`src/hdl/umd_pkg.sv`:
```
package umd_pkg;

  // ****************************************************************
  // instruction field positions
  // ****************************************************************
  localparam int INSTR_W      = 48;
  localparam int FMT_HI       = 47;
  localparam int FMT_LO       = 45;
  localparam int SUB_HI       = 44;
  localparam int SUB_LO       = 42;
  localparam int MSEL_DIR_BIT = 41;
  localparam int MSEL_IND_BIT = 44;
  localparam int DIR_BIT      = 40;
  localparam int LW_BIT       = 39;
  localparam int UREG_HI      = 38;
  localparam int UREG_LO      = 32;
  localparam int IDX_HI       = 43;
  localparam int IDX_LO       = 41;
  localparam int IMM_UP_HI    = 31;
  localparam int IMM_UP_LO    = 24;
  localparam int IMM_LO_HI    = 23;
  localparam int UREG_W       = UREG_HI - UREG_LO + 1;
  localparam int IDXSEL_W     = 4;

  localparam logic [2:0] FMT_DIRECT   = 3'h0;
  localparam logic [2:0] SUB_DIRECT   = 3'h4;
  localparam logic [2:0] FMT_INDIRECT = 3'h5;

  // ****************************************************************
  // register map (byte offsets) and control bits
  // ****************************************************************
  localparam logic [7:0] OFS_INSTR_LO = 8'h00;
  localparam logic [7:0] OFS_INSTR_HI = 8'h04;
  localparam logic [7:0] OFS_CTRL     = 8'h08;
  localparam logic [7:0] OFS_STATUS   = 8'h0C;
  localparam logic [7:0] OFS_ADDR_X   = 8'h10;
  localparam logic [7:0] OFS_ADDR_Y   = 8'h14;
  localparam logic [7:0] OFS_RDATA_X  = 8'h18;
  localparam logic [7:0] OFS_RDATA_Y  = 8'h1C;
  localparam logic [7:0] OFS_WDATA_X  = 8'h20;
  localparam logic [7:0] OFS_WDATA_Y  = 8'h24;
  localparam logic [7:0] OFS_INDEX0   = 8'h40;
  localparam int NUM_INDEX    = 16;

  localparam int CTRL_SIMD_BIT = 0;
  localparam int CTRL_GO_BIT   = 1;
  localparam int ST_BUSY_BIT   = 0;
  localparam int ST_DONE_BIT   = 1;
  localparam int ST_BAD_BIT    = 2;
  localparam int ST_PAIR_BIT   = 3;
  localparam int ST_WRITE_BIT  = 4;

  localparam logic [31:0] RST_WORD = 32'h0000_0000;

  // ****************************************************************
  // complementary register pairing and normal-word window
  // ****************************************************************
  localparam logic [UREG_W-1:0] PAIR_BASE  = 7'h00;
  localparam logic [UREG_W-1:0] PAIR_COUNT = 7'h10;
  localparam logic [UREG_W-1:0] PAIR_OFS   = 7'h40;
  localparam logic [31:0]       NW_LO      = 32'h0004_0000;
  localparam logic [31:0]       NW_HI      = 32'h0007_FFFF;

  // partner of a register, valid flag in the top bit
  function automatic logic [UREG_W:0] pair_of(input logic [UREG_W-1:0] ureg);
    logic [UREG_W-1:0] rel;
    rel = ureg - PAIR_BASE;
    if (ureg >= PAIR_BASE && rel < PAIR_COUNT)
      pair_of = {1'b1, ureg + PAIR_OFS};
    else
      pair_of = {1'b0, ureg};
  endfunction

  typedef enum logic [1:0] {
    ST_IDLE = 2'b01,
    ST_XFER = 2'b10
  } umd_state_e;

  // one element's memory transfer request
  typedef struct packed {
    logic              valid;
    logic              pm_sel;
    logic              write;
    logic              long_word_access;
    logic [31:0]       addr;
    logic [UREG_W-1:0] reg_num;
    logic [31:0]       wdata;
  } umd_req_s;

endpackage
```
`src/hdl/umd_field_decode.sv`:
```
`timescale 1ns/1ns
module umd_field_decode
  import umd_pkg::*;
(
  input  wire logic [umd_pkg::INSTR_W-1:0]  instr_i,     // instruction word
  input  wire logic [31:0]                  idx_val_i,   // selected index value
  input  wire logic                         simd_i,      // pair mode enable
  output logic                              direct_o,    // direct format
  output logic                              legal_o,     // recognised format
  output logic [umd_pkg::IDXSEL_W-1:0]      idx_sel_o,   // index register number
  output logic                              write_o,     // memory write
  output logic                              pm_sel_o,    // program memory
  output logic                              lw_o,        // forced long word
  output logic [31:0]                       addr_x_o,    // first element address
  output logic [31:0]                       addr_y_o,    // second element address
  output logic [umd_pkg::UREG_W-1:0]        ureg_o,      // encoded register
  output logic [umd_pkg::UREG_W-1:0]        cureg_o,     // partner register
  output logic                              pair_o       // second transfer needed
);
  logic [31:0]         imm;
  logic [UREG_W:0]     pr;

  // format recognition
  assign direct_o  = instr_i[FMT_HI:FMT_LO] == FMT_DIRECT && instr_i[SUB_HI:SUB_LO] == SUB_DIRECT;
  assign legal_o   = direct_o || instr_i[FMT_HI:FMT_LO] == FMT_INDIRECT;
  // data memory uses the first generator, program memory the second
  assign idx_sel_o = {instr_i[MSEL_IND_BIT], instr_i[IDX_HI:IDX_LO]};
  assign write_o   = instr_i[DIR_BIT];
  assign pm_sel_o  = direct_o ? instr_i[MSEL_DIR_BIT] : instr_i[MSEL_IND_BIT];
  // address or modifier from split fields
  assign imm       = {instr_i[IMM_UP_HI:IMM_UP_LO], instr_i[IMM_LO_HI:0]};
  assign addr_x_o  = direct_o ? imm : idx_val_i + imm;
  assign addr_y_o  = addr_x_o + 32'h0000_0001;
  // forced long word only inside the normal-word window
  assign lw_o      = instr_i[LW_BIT] && addr_x_o >= NW_LO && addr_x_o <= NW_HI;
  assign ureg_o    = instr_i[UREG_HI:UREG_LO];
  assign pr        = pair_of(ureg_o);
  assign cureg_o   = pr[UREG_W-1:0];
  assign pair_o    = simd_i && pr[UREG_W];
endmodule

```
`src/hdl/umd_move_decode.sv`:
```
`timescale 1ns/1ns
module umd_move_decode
  import umd_pkg::*;
(
  input  wire logic                 mclk_i,        // core clock
  input  wire logic                 rst_i,         // sync reset, active high
  input  wire logic                 psel_i,        // apb select
  input  wire logic                 penable_i,     // apb enable
  input  wire logic                 pwrite_i,      // apb direction
  input  wire logic [7:0]           paddr_i,       // apb byte address
  input  wire logic [31:0]          pwdata_i,      // apb write data
  output logic [31:0]               prdata_o,      // apb read data
  output logic                      pready_o,      // apb ready
  output logic                      pslverr_o,     // apb error
  output umd_pkg::umd_req_s         req_x_o,       // first element request
  output umd_pkg::umd_req_s         req_y_o,       // second element request
  input  wire logic                 ack_x_i,       // first element done
  input  wire logic                 ack_y_i,       // second element done
  input  wire logic [31:0]          rdata_x_i,     // first element read data
  input  wire logic [31:0]          rdata_y_i      // second element read data
);
  import umd_pkg::*;

  // ****************************************************************
  // declarations
  // ****************************************************************
  umd_state_e          state_r;
  logic [31:0]         instr_lo_r;
  logic [15:0]         instr_hi_r;
  logic                simd_r;
  logic                done_r;
  logic                bad_r;
  logic [31:0]         rdata_x_r;
  logic [31:0]         rdata_y_r;
  logic [31:0]         wdata_x_r;
  logic [31:0]         wdata_y_r;
  logic [31:0]         index_r [NUM_INDEX];
  umd_req_s            req_x_r;
  umd_req_s            req_y_r;
  logic                wr_en;
  logic                rd_en;
  logic                busy;
  logic                go;
  logic [INSTR_W-1:0]  instr;
  logic                dec_direct;
  logic                dec_legal;
  logic [IDXSEL_W-1:0] dec_idx_sel;
  logic                dec_write;
  logic                dec_pm;
  logic                dec_lw;
  logic [31:0]         dec_addr_x;
  logic [31:0]         dec_addr_y;
  logic [UREG_W-1:0]   dec_ureg;
  logic [UREG_W-1:0]   dec_cureg;
  logic                dec_pair;
  logic [31:0]         idx_cur;
  logic                mapped;
  logic [31:0]         rd_word;

  // true when the address hits a given word offset
  function automatic logic hit(input logic [7:0] a, input logic [7:0] ofs);
    hit = a == ofs;
  endfunction

  // index file occupies sixteen consecutive words
  function automatic logic hit_index(input logic [7:0] a);
    hit_index = a >= OFS_INDEX0 && a < OFS_INDEX0 + 8'(NUM_INDEX * 4) && a[1:0] == 2'h0;
  endfunction

  // ****************************************************************
  // apb slave
  // ****************************************************************
  // zero wait states, so the access phase always ends on its first edge
  assign pready_o  = 1'b1;
  assign wr_en     = psel_i && penable_i && pwrite_i;
  assign rd_en     = psel_i && penable_i && !pwrite_i;
  assign busy      = state_r == ST_XFER;
  assign instr     = {instr_hi_r, instr_lo_r};
  assign go        = wr_en && hit(paddr_i, OFS_CTRL) && pwdata_i[CTRL_GO_BIT] && !busy;
  assign pslverr_o = psel_i && penable_i && !mapped;
  assign prdata_o  = rd_en && mapped ? rd_word : RST_WORD;

  // address decode for the read mux and the error answer
  always_comb
  begin
    mapped  = 1'b1;
    rd_word = RST_WORD;
    if (hit(paddr_i, OFS_INSTR_LO))
      rd_word = instr_lo_r;
    else if (hit(paddr_i, OFS_INSTR_HI))
      rd_word = {16'h0000, instr_hi_r};
    else if (hit(paddr_i, OFS_CTRL))
      rd_word = {31'h0000_0000, simd_r};
    else if (hit(paddr_i, OFS_STATUS))
      rd_word = {27'h000_0000, req_x_r.write, req_y_r.valid, bad_r, done_r, busy};
    else if (hit(paddr_i, OFS_ADDR_X))
      rd_word = req_x_r.addr;
    else if (hit(paddr_i, OFS_ADDR_Y))
      rd_word = req_y_r.addr;
    else if (hit(paddr_i, OFS_RDATA_X))
      rd_word = rdata_x_r;
    else if (hit(paddr_i, OFS_RDATA_Y))
      rd_word = rdata_y_r;
    else if (hit(paddr_i, OFS_WDATA_X))
      rd_word = wdata_x_r;
    else if (hit(paddr_i, OFS_WDATA_Y))
      rd_word = wdata_y_r;
    else if (hit_index(paddr_i))
      rd_word = index_r[paddr_i[5:2]];
    else
      mapped = 1'b0;
  end

  // ****************************************************************
  // software registers
  // ****************************************************************
  // instruction is frozen while a move runs so the decode stays stable
  always_ff @(posedge mclk_i)
  begin
    if (rst_i)
    begin
      instr_lo_r <= RST_WORD;
      instr_hi_r <= 16'h0000;
    end
    else if (wr_en && !busy)
    begin
      if (hit(paddr_i, OFS_INSTR_LO))
        instr_lo_r <= pwdata_i;
      if (hit(paddr_i, OFS_INSTR_HI))
        instr_hi_r <= pwdata_i[15:0];
    end
  end

  // mode and write data
  always_ff @(posedge mclk_i)
  begin
    if (rst_i)
    begin
      simd_r    <= 1'b0;
      wdata_x_r <= RST_WORD;
      wdata_y_r <= RST_WORD;
    end
    else if (wr_en && !busy)
    begin
      if (hit(paddr_i, OFS_CTRL))
        simd_r <= pwdata_i[CTRL_SIMD_BIT];
      if (hit(paddr_i, OFS_WDATA_X))
        wdata_x_r <= pwdata_i;
      if (hit(paddr_i, OFS_WDATA_Y))
        wdata_y_r <= pwdata_i;
    end
  end

  // index file, written by software only, never by a move
  genvar gi;
  generate
    for (gi = 0; gi < NUM_INDEX; gi++)
    begin : g_index
      always_ff @(posedge mclk_i)
      begin
        if (rst_i)
          index_r[gi] <= RST_WORD;
        else if (wr_en && !busy && paddr_i == OFS_INDEX0 + 8'(gi * 4))
          index_r[gi] <= pwdata_i;
      end
    end
  endgenerate

  assign idx_cur = index_r[dec_idx_sel];

  // ****************************************************************
  // field decode
  // ****************************************************************
  umd_field_decode u_dec (
    .instr_i   (instr),
    .idx_val_i (idx_cur),
    .simd_i    (simd_r),
    .direct_o  (dec_direct),
    .legal_o   (dec_legal),
    .idx_sel_o (dec_idx_sel),
    .write_o   (dec_write),
    .pm_sel_o  (dec_pm),
    .lw_o      (dec_lw),
    .addr_x_o  (dec_addr_x),
    .addr_y_o  (dec_addr_y),
    .ureg_o    (dec_ureg),
    .cureg_o   (dec_cureg),
    .pair_o    (dec_pair)
  );

  // ****************************************************************
  // transfer sequencing
  // ****************************************************************
  // a move stays busy until every issued element has been acknowledged
  always_ff @(posedge mclk_i)
  begin
    if (rst_i)
      state_r <= ST_IDLE;
    else
    begin
      unique case (state_r)
        ST_IDLE:
          if (go && dec_legal)
            state_r <= ST_XFER;
        ST_XFER:
          if ((!req_x_r.valid || ack_x_i) && (!req_y_r.valid || ack_y_i))
            state_r <= ST_IDLE;
        default:
          state_r <= ST_IDLE;
      endcase
    end
  end

  // both requests load on the same edge so the elements run in parallel
  always_ff @(posedge mclk_i)
  begin
    if (rst_i)
    begin
      req_x_r <= '0;
      req_y_r <= '0;
    end
    else if (go && dec_legal)
    begin
      req_x_r.valid            <= 1'b1;
      req_x_r.pm_sel           <= dec_pm;
      req_x_r.write            <= dec_write;
      req_x_r.long_word_access <= dec_lw;
      req_x_r.addr             <= dec_addr_x;
      req_x_r.reg_num          <= dec_ureg;
      req_x_r.wdata            <= wdata_x_r;
      req_y_r.valid            <= dec_pair;
      req_y_r.pm_sel           <= dec_pm;
      req_y_r.write            <= dec_write;
      req_y_r.long_word_access <= dec_lw;
      req_y_r.addr             <= dec_addr_y;
      req_y_r.reg_num          <= dec_cureg;
      req_y_r.wdata            <= wdata_y_r;
    end
    else
    begin
      if (ack_x_i)
        req_x_r.valid <= 1'b0;
      if (ack_y_i)
        req_y_r.valid <= 1'b0;
    end
  end

  assign req_x_o = req_x_r;
  assign req_y_o = req_y_r;

  // read data captured on each element's acknowledge
  always_ff @(posedge mclk_i)
  begin
    if (rst_i)
    begin
      rdata_x_r <= RST_WORD;
      rdata_y_r <= RST_WORD;
    end
    else
    begin
      if (req_x_r.valid && ack_x_i && !req_x_r.write)
        rdata_x_r <= rdata_x_i;
      if (req_y_r.valid && ack_y_i && !req_y_r.write)
        rdata_y_r <= rdata_y_i;
    end
  end

  // ****************************************************************
  // status flags
  // ****************************************************************
  // set beats a same-cycle write-one clear so a finishing move is never lost
  always_ff @(posedge mclk_i)
  begin
    if (rst_i)
    begin
      done_r <= 1'b0;
      bad_r  <= 1'b0;
    end
    else
    begin
      if (busy && state_r != ST_IDLE && (!req_x_r.valid || ack_x_i) && (!req_y_r.valid || ack_y_i))
        done_r <= 1'b1;
      else if (wr_en && hit(paddr_i, OFS_STATUS) && pwdata_i[ST_DONE_BIT])
        done_r <= 1'b0;
      if (go && !dec_legal)
        bad_r <= 1'b1;
      else if (wr_en && hit(paddr_i, OFS_STATUS) && pwdata_i[ST_BAD_BIT])
        bad_r <= 1'b0;
    end
  end

  // ****************************************************************
  // checks
  // ****************************************************************
  chk_pair_addr: assert property (@(posedge mclk_i) disable iff (rst_i)
    req_y_r.valid && $rose(busy) |-> req_y_r.addr == req_x_r.addr + 32'h0000_0001)
    else $error("second element address is not first plus one");

  chk_parallel_issue: assert property (@(posedge mclk_i) disable iff (rst_i)
    go && dec_legal && dec_pair |=> req_x_r.valid && req_y_r.valid)
    else $error("paired transfers not issued together");

  chk_partner_reg: assert property (@(posedge mclk_i) disable iff (rst_i)
    $rose(req_y_r.valid) |-> {1'b1, req_y_r.reg_num} == pair_of(req_x_r.reg_num)
      && req_y_r.reg_num != req_x_r.reg_num)
    else $error("second element register is not the partner");

  chk_single_only: assert property (@(posedge mclk_i) disable iff (rst_i)
    go && dec_legal && (!simd_r || dec_ureg < PAIR_BASE || dec_ureg >= PAIR_BASE + PAIR_COUNT) |=> !req_y_r.valid)
    else $error("second transfer issued without a partner");

  chk_dir_sel: assert property (@(posedge mclk_i) disable iff (rst_i)
    go && dec_legal |=> req_x_r.write == $past(instr[DIR_BIT])
      && req_x_r.pm_sel == ($past(dec_direct) ? $past(instr[MSEL_DIR_BIT]) : $past(instr[MSEL_IND_BIT])))
    else $error("direction or memory select wrong");

  chk_long_word: assert property (@(posedge mclk_i) disable iff (rst_i)
    $rose(busy) && req_x_r.long_word_access |-> instr[LW_BIT] && req_x_r.addr >= NW_LO && req_x_r.addr <= NW_HI)
    else $error("long word forced outside its window");

  chk_reg_field: assert property (@(posedge mclk_i) disable iff (rst_i)
    busy |-> req_x_r.reg_num == instr[UREG_HI:UREG_LO])
    else $error("register number differs from field");

  chk_direct_addr: assert property (@(posedge mclk_i) disable iff (rst_i)
    busy && dec_direct |-> req_x_r.addr == {instr[IMM_UP_HI:IMM_UP_LO], instr[IMM_LO_HI:0]})
    else $error("direct address not assembled from fields");

  chk_index_addr: assert property (@(posedge mclk_i) disable iff (rst_i)
    busy && !dec_direct |-> req_x_r.addr == idx_cur + instr[31:0])
    else $error("indirect address is not index plus modifier");

  chk_index_kept: assert property (@(posedge mclk_i) disable iff (rst_i)
    busy ##1 busy |-> $stable(idx_cur))
    else $error("index register changed during a move");

  chk_format_reject: assert property (@(posedge mclk_i) disable iff (rst_i)
    go && !dec_legal |=> !busy && bad_r && !req_x_r.valid)
    else $error("unrecognised opcode was executed");

  chk_move_ends: assert property (@(posedge mclk_i) disable iff (rst_i)
    busy && ack_x_i && (ack_y_i || !req_y_r.valid) |=> !busy && done_r)
    else $error("move did not end after both acknowledges");
endmodule

```
`config.mk`:
```
export PLATFORM = sky130hd
export DESIGN_NAME = umd_move_decode
export DESIGN_NICKNAME = d
export VERILOG_FILES = /design/src/hdl/umd_pkg.sv /design/src/hdl/umd_field_decode.sv /design/src/hdl/umd_move_decode.sv
export SDC_FILE = /design/constraint.sdc
export NUM_CORES = 2
export LEC_CHECK = 0
export BUFFER_PORTS_ARGS = -buffer_cell sky130_fd_sc_hd__buf_2
export CAP_MARGIN = 15
export CORE_MARGIN = 1
export CORE_UTILIZATION = 28
export CTS_CLUSTER_DIAMETER = 150
export DETAILED_ROUTE_END_ITERATION = 12
export PLACE_DENSITY = 0.47
export SKIP_CTS_REPAIR_TIMING = 1
export SLEW_MARGIN = 20
export SYNTH_ARGS = -nofsm -noshare
export SYNTH_HDL_FRONTEND = slang
export SYNTH_SLANG_ARGS = --single-unit
```
`constraint.sdc`:
```
create_clock -name mclk_i -period 6.7 [get_ports mclk_i]
set_input_delay 0.67 -clock mclk_i [delete_from_list [all_inputs] [get_ports mclk_i]]
set_output_delay 0.67 -clock mclk_i [all_outputs]
set_load 0.02 [all_outputs]
```
Word level (Yosys, flattened, before mapping). Memories as Yosys holds them, arrays and structs flattened. A register that Yosys moved wholly into a read port is not among the register bits. Index checks and enable logic that the tools add are counted.

Equality and inequality tests: 32. Mux-type cells: 105. Order comparisons: 6. Reductions and logical operators: 68. Bitwise operators: 16. Add/sub/neg operators: 3.

Operators by type and width (number): 32-bit 2-to-1 mux (29); 8-bit by 7-bit == test with 1-bit output, second input constant (16); 1-bit 2-to-1 mux (70); 1-bit logical AND (45); 32-bit by 1-bit adder with 32-bit output, second input constant (1); 32-bit adder (1); 8-bit by 5-bit == test with 1-bit output, second input constant (4); 32-bit by 19-bit >= comparator with 1-bit output, second input constant (1); 32-bit by 19-bit less-or-equal comparator with 1-bit output, second input constant (1); 8-bit by 4-bit == test with 1-bit output, second input constant (2); 8-bit by 6-bit == test with 1-bit output, second input constant (2); 1-bit bitwise OR (16); 2-bit AND reduction (6); 8-bit by 3-bit == test with 1-bit output, second input constant (1); 8-bit by 7-bit >= comparator with 1-bit output, second input constant (1); 8-bit logical NOT (1); 8-bit less-than comparator, second input constant (1); 4-bit 2-to-1 mux (2); 8-bit 2-to-1 mux (1); 2-bit nonzero test (4); 7-bit adder, second input constant (1); 7-bit by 1-bit >= comparator with 1-bit output, second input constant (1); 1-bit logical NOT (7); 7-bit by 5-bit less-than comparator with 1-bit output, second input constant (1); 10 further kinds (15).

Memories kept: 1. Register bits after elaboration: 328. Word-level logic and storage cells: 252. RAM bits: 512. Output and inout bits: 184. Bits of input ports: 111.

Memory list: index_r (words 16, width 32, read ports 2, clocked after memory_dff 1, write ports 16, RTL line umd_move_decode.sv:37) `logic [31:0] index_r [NUM_INDEX];`.

Logic depth before layout (Yosys ltp).
Depth after elaboration: 16. Gate-level depth with buffers: 19. Gate-level depth less buffers: 15.

Cells and area by module. A second synthesis with hierarchy kept.

Cells, all modules: 4112. Area total of the unflattened synthesis: 44674.1 µm².

Modules (own cells, without submodules): umd_move_decode (area each 41644.9 µm², cells each 3658, times used 1, seq. area each 21941.0 µm²); umd_field_decode (area each 3029.2 µm², cells each 454, times used 1, seq. area each 0.0 µm²).

Worst setup path after synthesis. OpenSTA, ideal clock, no wires.

Kind: register to register. Start: register with a tool-made name. End: register req_y_r (netlist bit req_y_o[69]). Stages on the path, launching flop included: 18. Setup time: 0.062 ns. Arrival: 6.089 ns. Clock period less this slack: 6.151 ns. Data required time: 6.638 ns. Setup slack: 0.549 ns. Path buffers: 3. Path through: dfxtp_1 -> buf_1 -> buf_1 -> buf_1 -> mux4_2 -> mux4_2 -> ha_1 -> fa_1 -> a211oi_1 -> o21ai_0 -> o31ai_1 -> xnor2_1 -> o311a_1 -> a31o_2 -> or3b_2 -> or4_1 -> or4b_1 -> nand3_1.

RTL lines: to (decl) (RTL line umd_move_decode.sv:39) `umd_req_s req_y_r;`.

==> flow_metrics.py <==
metrics = {
    "layout": {
        "layout.nets": 4127,
        "drive_above_1_share_pct": 23.7,
        "layout.cells.non_filler": 6109,
        "fill_cells": 15500,
        "final_cell_area_sq_um": 50500,
        "syn_to_final_growth_pct": 16.5,
    },
    "status": {
        "status": "complete, no violations",
    },
    "global_routing": {
        "grt_overflow": 0,
        "antenna_found_initial": 16,
        "grt_max_degree": 200,
        "grt_usage_pct": 23.1,
        "grt_pass1_wl_mm": 256,
        "first_global_vias": 32000,
    },
    "setup_path": {
        "cp_slowest_cell": "or4b_1",
        "critPathRequiredTime_ns": 7.35,
        "ff2ff_setup_slack_ns": 0.77,
        "worstPathMaxFanout": 51,
        "r2r-end": "req_y_o[70]$_SDFFE_PP0P_",
        "start_kind": "register",
        "endpoint_kind": "register",
        "cp_slowest_stage_delay_ns": 0.70,
        "cp_data_arrival_time_ns": 6.59,
        "crit_chain": "buf_12 -> buf_4 -> mux4_2 -> mux4_2 -> ha_1 -> a21oi_1 -> o21ai_1 -> nor3_1 -> nand3_1 -> nand3_1 -> xnor2_1 -> o31a_1 -> or4b_1 -> or4_1 -> o211ai_1",
        "crit_type": "reg2reg",
        "reg2reg_depth": 15,
    },
    "route": {
        "vias_per_cell": 5.42,
        "post_drt_wl_per_cell_um": 30.1,
        "routed_wl_mm": 184,
        "drc": 0,
        "detail-route-antenna-nets": 0,
        "drtIter0Drc": 4095,
        "firstDrtPassIters": 7,
        "via_count": 33100,
    },
    "placement": {
        "hpwl_mm": 124,
        "gp_congestion": 0.919,
        "placed_cell_area_sq_um": 47200,
        "dp.cells": 5928,
        "port_buffers": 293,
    },
    "sta": {
        "rsz0062_at_grt": "false",
        "fin_skew_ns": 0.0427,
        "fmax_ghz": 0.169,
        "hold_ws_ns": 0.178,
        "final_max_slew_viol_count": 0,
        "max_slew.worst_pin.slew_ns": 1.27,
        "hold_viol": 0,
        "fin_crit_sh_pct": 88.6,
        "finalSetupViolCount": 0,
        "min_period_ns": 5.93,
        "slew_headroom_pct": 15.1,
        "setup_tns_ns": 0,
    },
    "job": {
        "drv_cap": 0,
    },
    "pwr": {
        "p_total_w": 0.0121,
        "ir_drop_v": 0.000186,
        "power.leakage_nw": 17.3,
        "cellPowerDensity_nw_per_um2": 240,
    },
    "min_path": {
        "whs_endpoint": "rdata_y_r[23]$_SDFFE_PP0P_",
        "hold_class": "in2reg",
        "worstHoldPathCells": 3,
        "hold_start": "rdata_y_i[23]",
    },
    "floorplan": {
        "dieArea_sq_um": 156000,
        "rows": 144,
        "die_x_um": 395,
        "die_h_um": 395,
        "initial_core_util_pct": 28.2,
        "io_pins": 295,
        "core_area_sq_um": 154000,
    },
    "logic_synthesis": {
        "synth_common_cells": "nand2_1, and2_1, edfxtp_1",
        "ys_seq_elements": 838,
        "postSynth.asyncResetShare_pct": 0,
        "synth_edf_count": 512,
        "synth_cell_type_count": 88,
        "synth_ff_type": "edfxtp_1",
        "netlist_area_sq_um": 43300,
        "yosysTopAreaCell": "edfxtp_1",
        "netlist_top_cells_area": "edfxtp_1, mux4_2, dfxtp_1",
        "synth_most_common_cell": "nand2_1",
        "synth_top_area_share_pct": 35.5,
        "avgSynthCellArea_sq_um": 11.3,
        "syn-num-nets": 3979,
        "yosysSeqAreaShare_pct": 50.5,
        "postSynthCellCount": 3835,
        "ys_warn_count": 0,
    },
    "clock_tree": {
        "h-tree-depth": 3,
        "clk_pin_slew_ns": 0.06,
        "clkLatencyLatePin_ns": 0.73,
        "clk_path_buf_depth": 3,
        "cts_sinks": 838,
        "clock-root-buffer": "clkbuf_16",
        "cts_tree": "yes",
        "cts_buffers": 97,
    },
}
[state kept, by name, summed over array words and instances, names as in the netlist, 2 cells and up, named ones only]
name        flops
rdata_y_r      32
instr_hi_r     16
req_x_o        72
wdata_y_r      32
req_y_o        69
instr_lo_r     32
wdata_x_r      32
state_r         2
rdata_x_r      32
index_r       512
[through the flow]
| stage | worst slack (ns) | utilization (%) |
|---|---|---|
| 2_1_floorplan | 0.549 | - |
| 3_3_place_gp | 0.840 | 30.7 |
| 3_5_place_dp | 0.836 | 30.7 |
| 4_1_cts | 0.824 | 32.8 |
| 5_1_grt | 0.479 | 32.8 |
| 6_report | 0.766 | 32.8 |
[layout make-up]
type | instances | area [sq um] | area share, %
multi-input cells | 2626 | 20200 | 40.0
clock inverters | 58 | 603 | 1.19
flip-flops and latches | 838 | 21900 | 43.4
well taps | 2044 | 2560 | 5.06
clock buffers | 121 | 2670 | 5.29
inverters | 10 | 37.5 | 0.0743
diodes | 2 | 5.00 | 0.00991
repair buffers | 410 | 2510 | 4.97
[critical path: cells and delay by family (launching register included)]
| family | cells | cell delay, ns |
|---|---|---|
| simple gates | 5 | 2.14 |
| mux | 2 | 0.96 |
| compound gates | 4 | 0.87 |
| buf+inv | 2 | 0.76 |
| flops | 1 | 0.62 |
| fa+ha+maj | 1 | 0.28 |
| xor+xnor | 1 | 0.09 |
[worst max-delay path by stage]
stage                     cells past startpoint  startpoint                  endpoint  slack (ns)
after floorplan                              17    register  req_y_o[69]$_SDFFE_PP0P_        0.55
after global placement                       15    register  req_y_o[70]$_SDFFE_PP0P_        0.84
after detailed placement                     15    register  req_y_o[70]$_SDFFE_PP0P_        0.84
after CTS                                    15    register  req_y_o[70]$_SDFFE_PP0P_        0.82
after global routing                         14    register  req_y_o[70]$_SDFFE_PP0P_        0.48
final                                        15    register  req_y_o[70]$_SDFFE_PP0P_        0.77
[logic make-up after synthesis]
group	Yosys count	synth area share, %
buffers and inverters	371	3.37
multiplexers	337	17.0
flip-flops	838	50.5
other	1	0.00865
AO/OA/AOI/OAI	670	9.61
AND/OR/NAND/NOR	1561	18.0
XOR/XNOR	24	0.485
adder cells (fa/ha/maj)	33	0.970
[placed cells by master (no fill, tap or decap), drive strengths merged, types with 31 or more instances in the layout]
master / n
nand2: 603
and2: 519
edfxtp: 512
buf: 410
a21oi: 367
dfxtp: 326
mux4: 320
nor2: 197
clkbuf: 121
nor3: 63
a211oi: 61
o21ai: 42
nand3: 39
clkinv: 39
ha: 32
a222oi: 31
[where the power goes]
group	total [W]	internal [W]	switching, W
Clock	0.00556	0.00325	0.00231
Combinational	0.000903	0.000317	0.000586
Sequential	0.00567	0.00560	0.0000730
[metal layers]
layer  wire (um)  vias up  track usage, %  share of wire [%]
met1       75500    16900            30.4                 41
met2       87500     1495            37.9                 48
met4        7640        6            8.96                4.2
met5          42        -               0              0.023
li1            -    14400               -                  -
met3       13500      262            3.60                7.3
No activity file was read; power rests on OpenSTA's default activity.
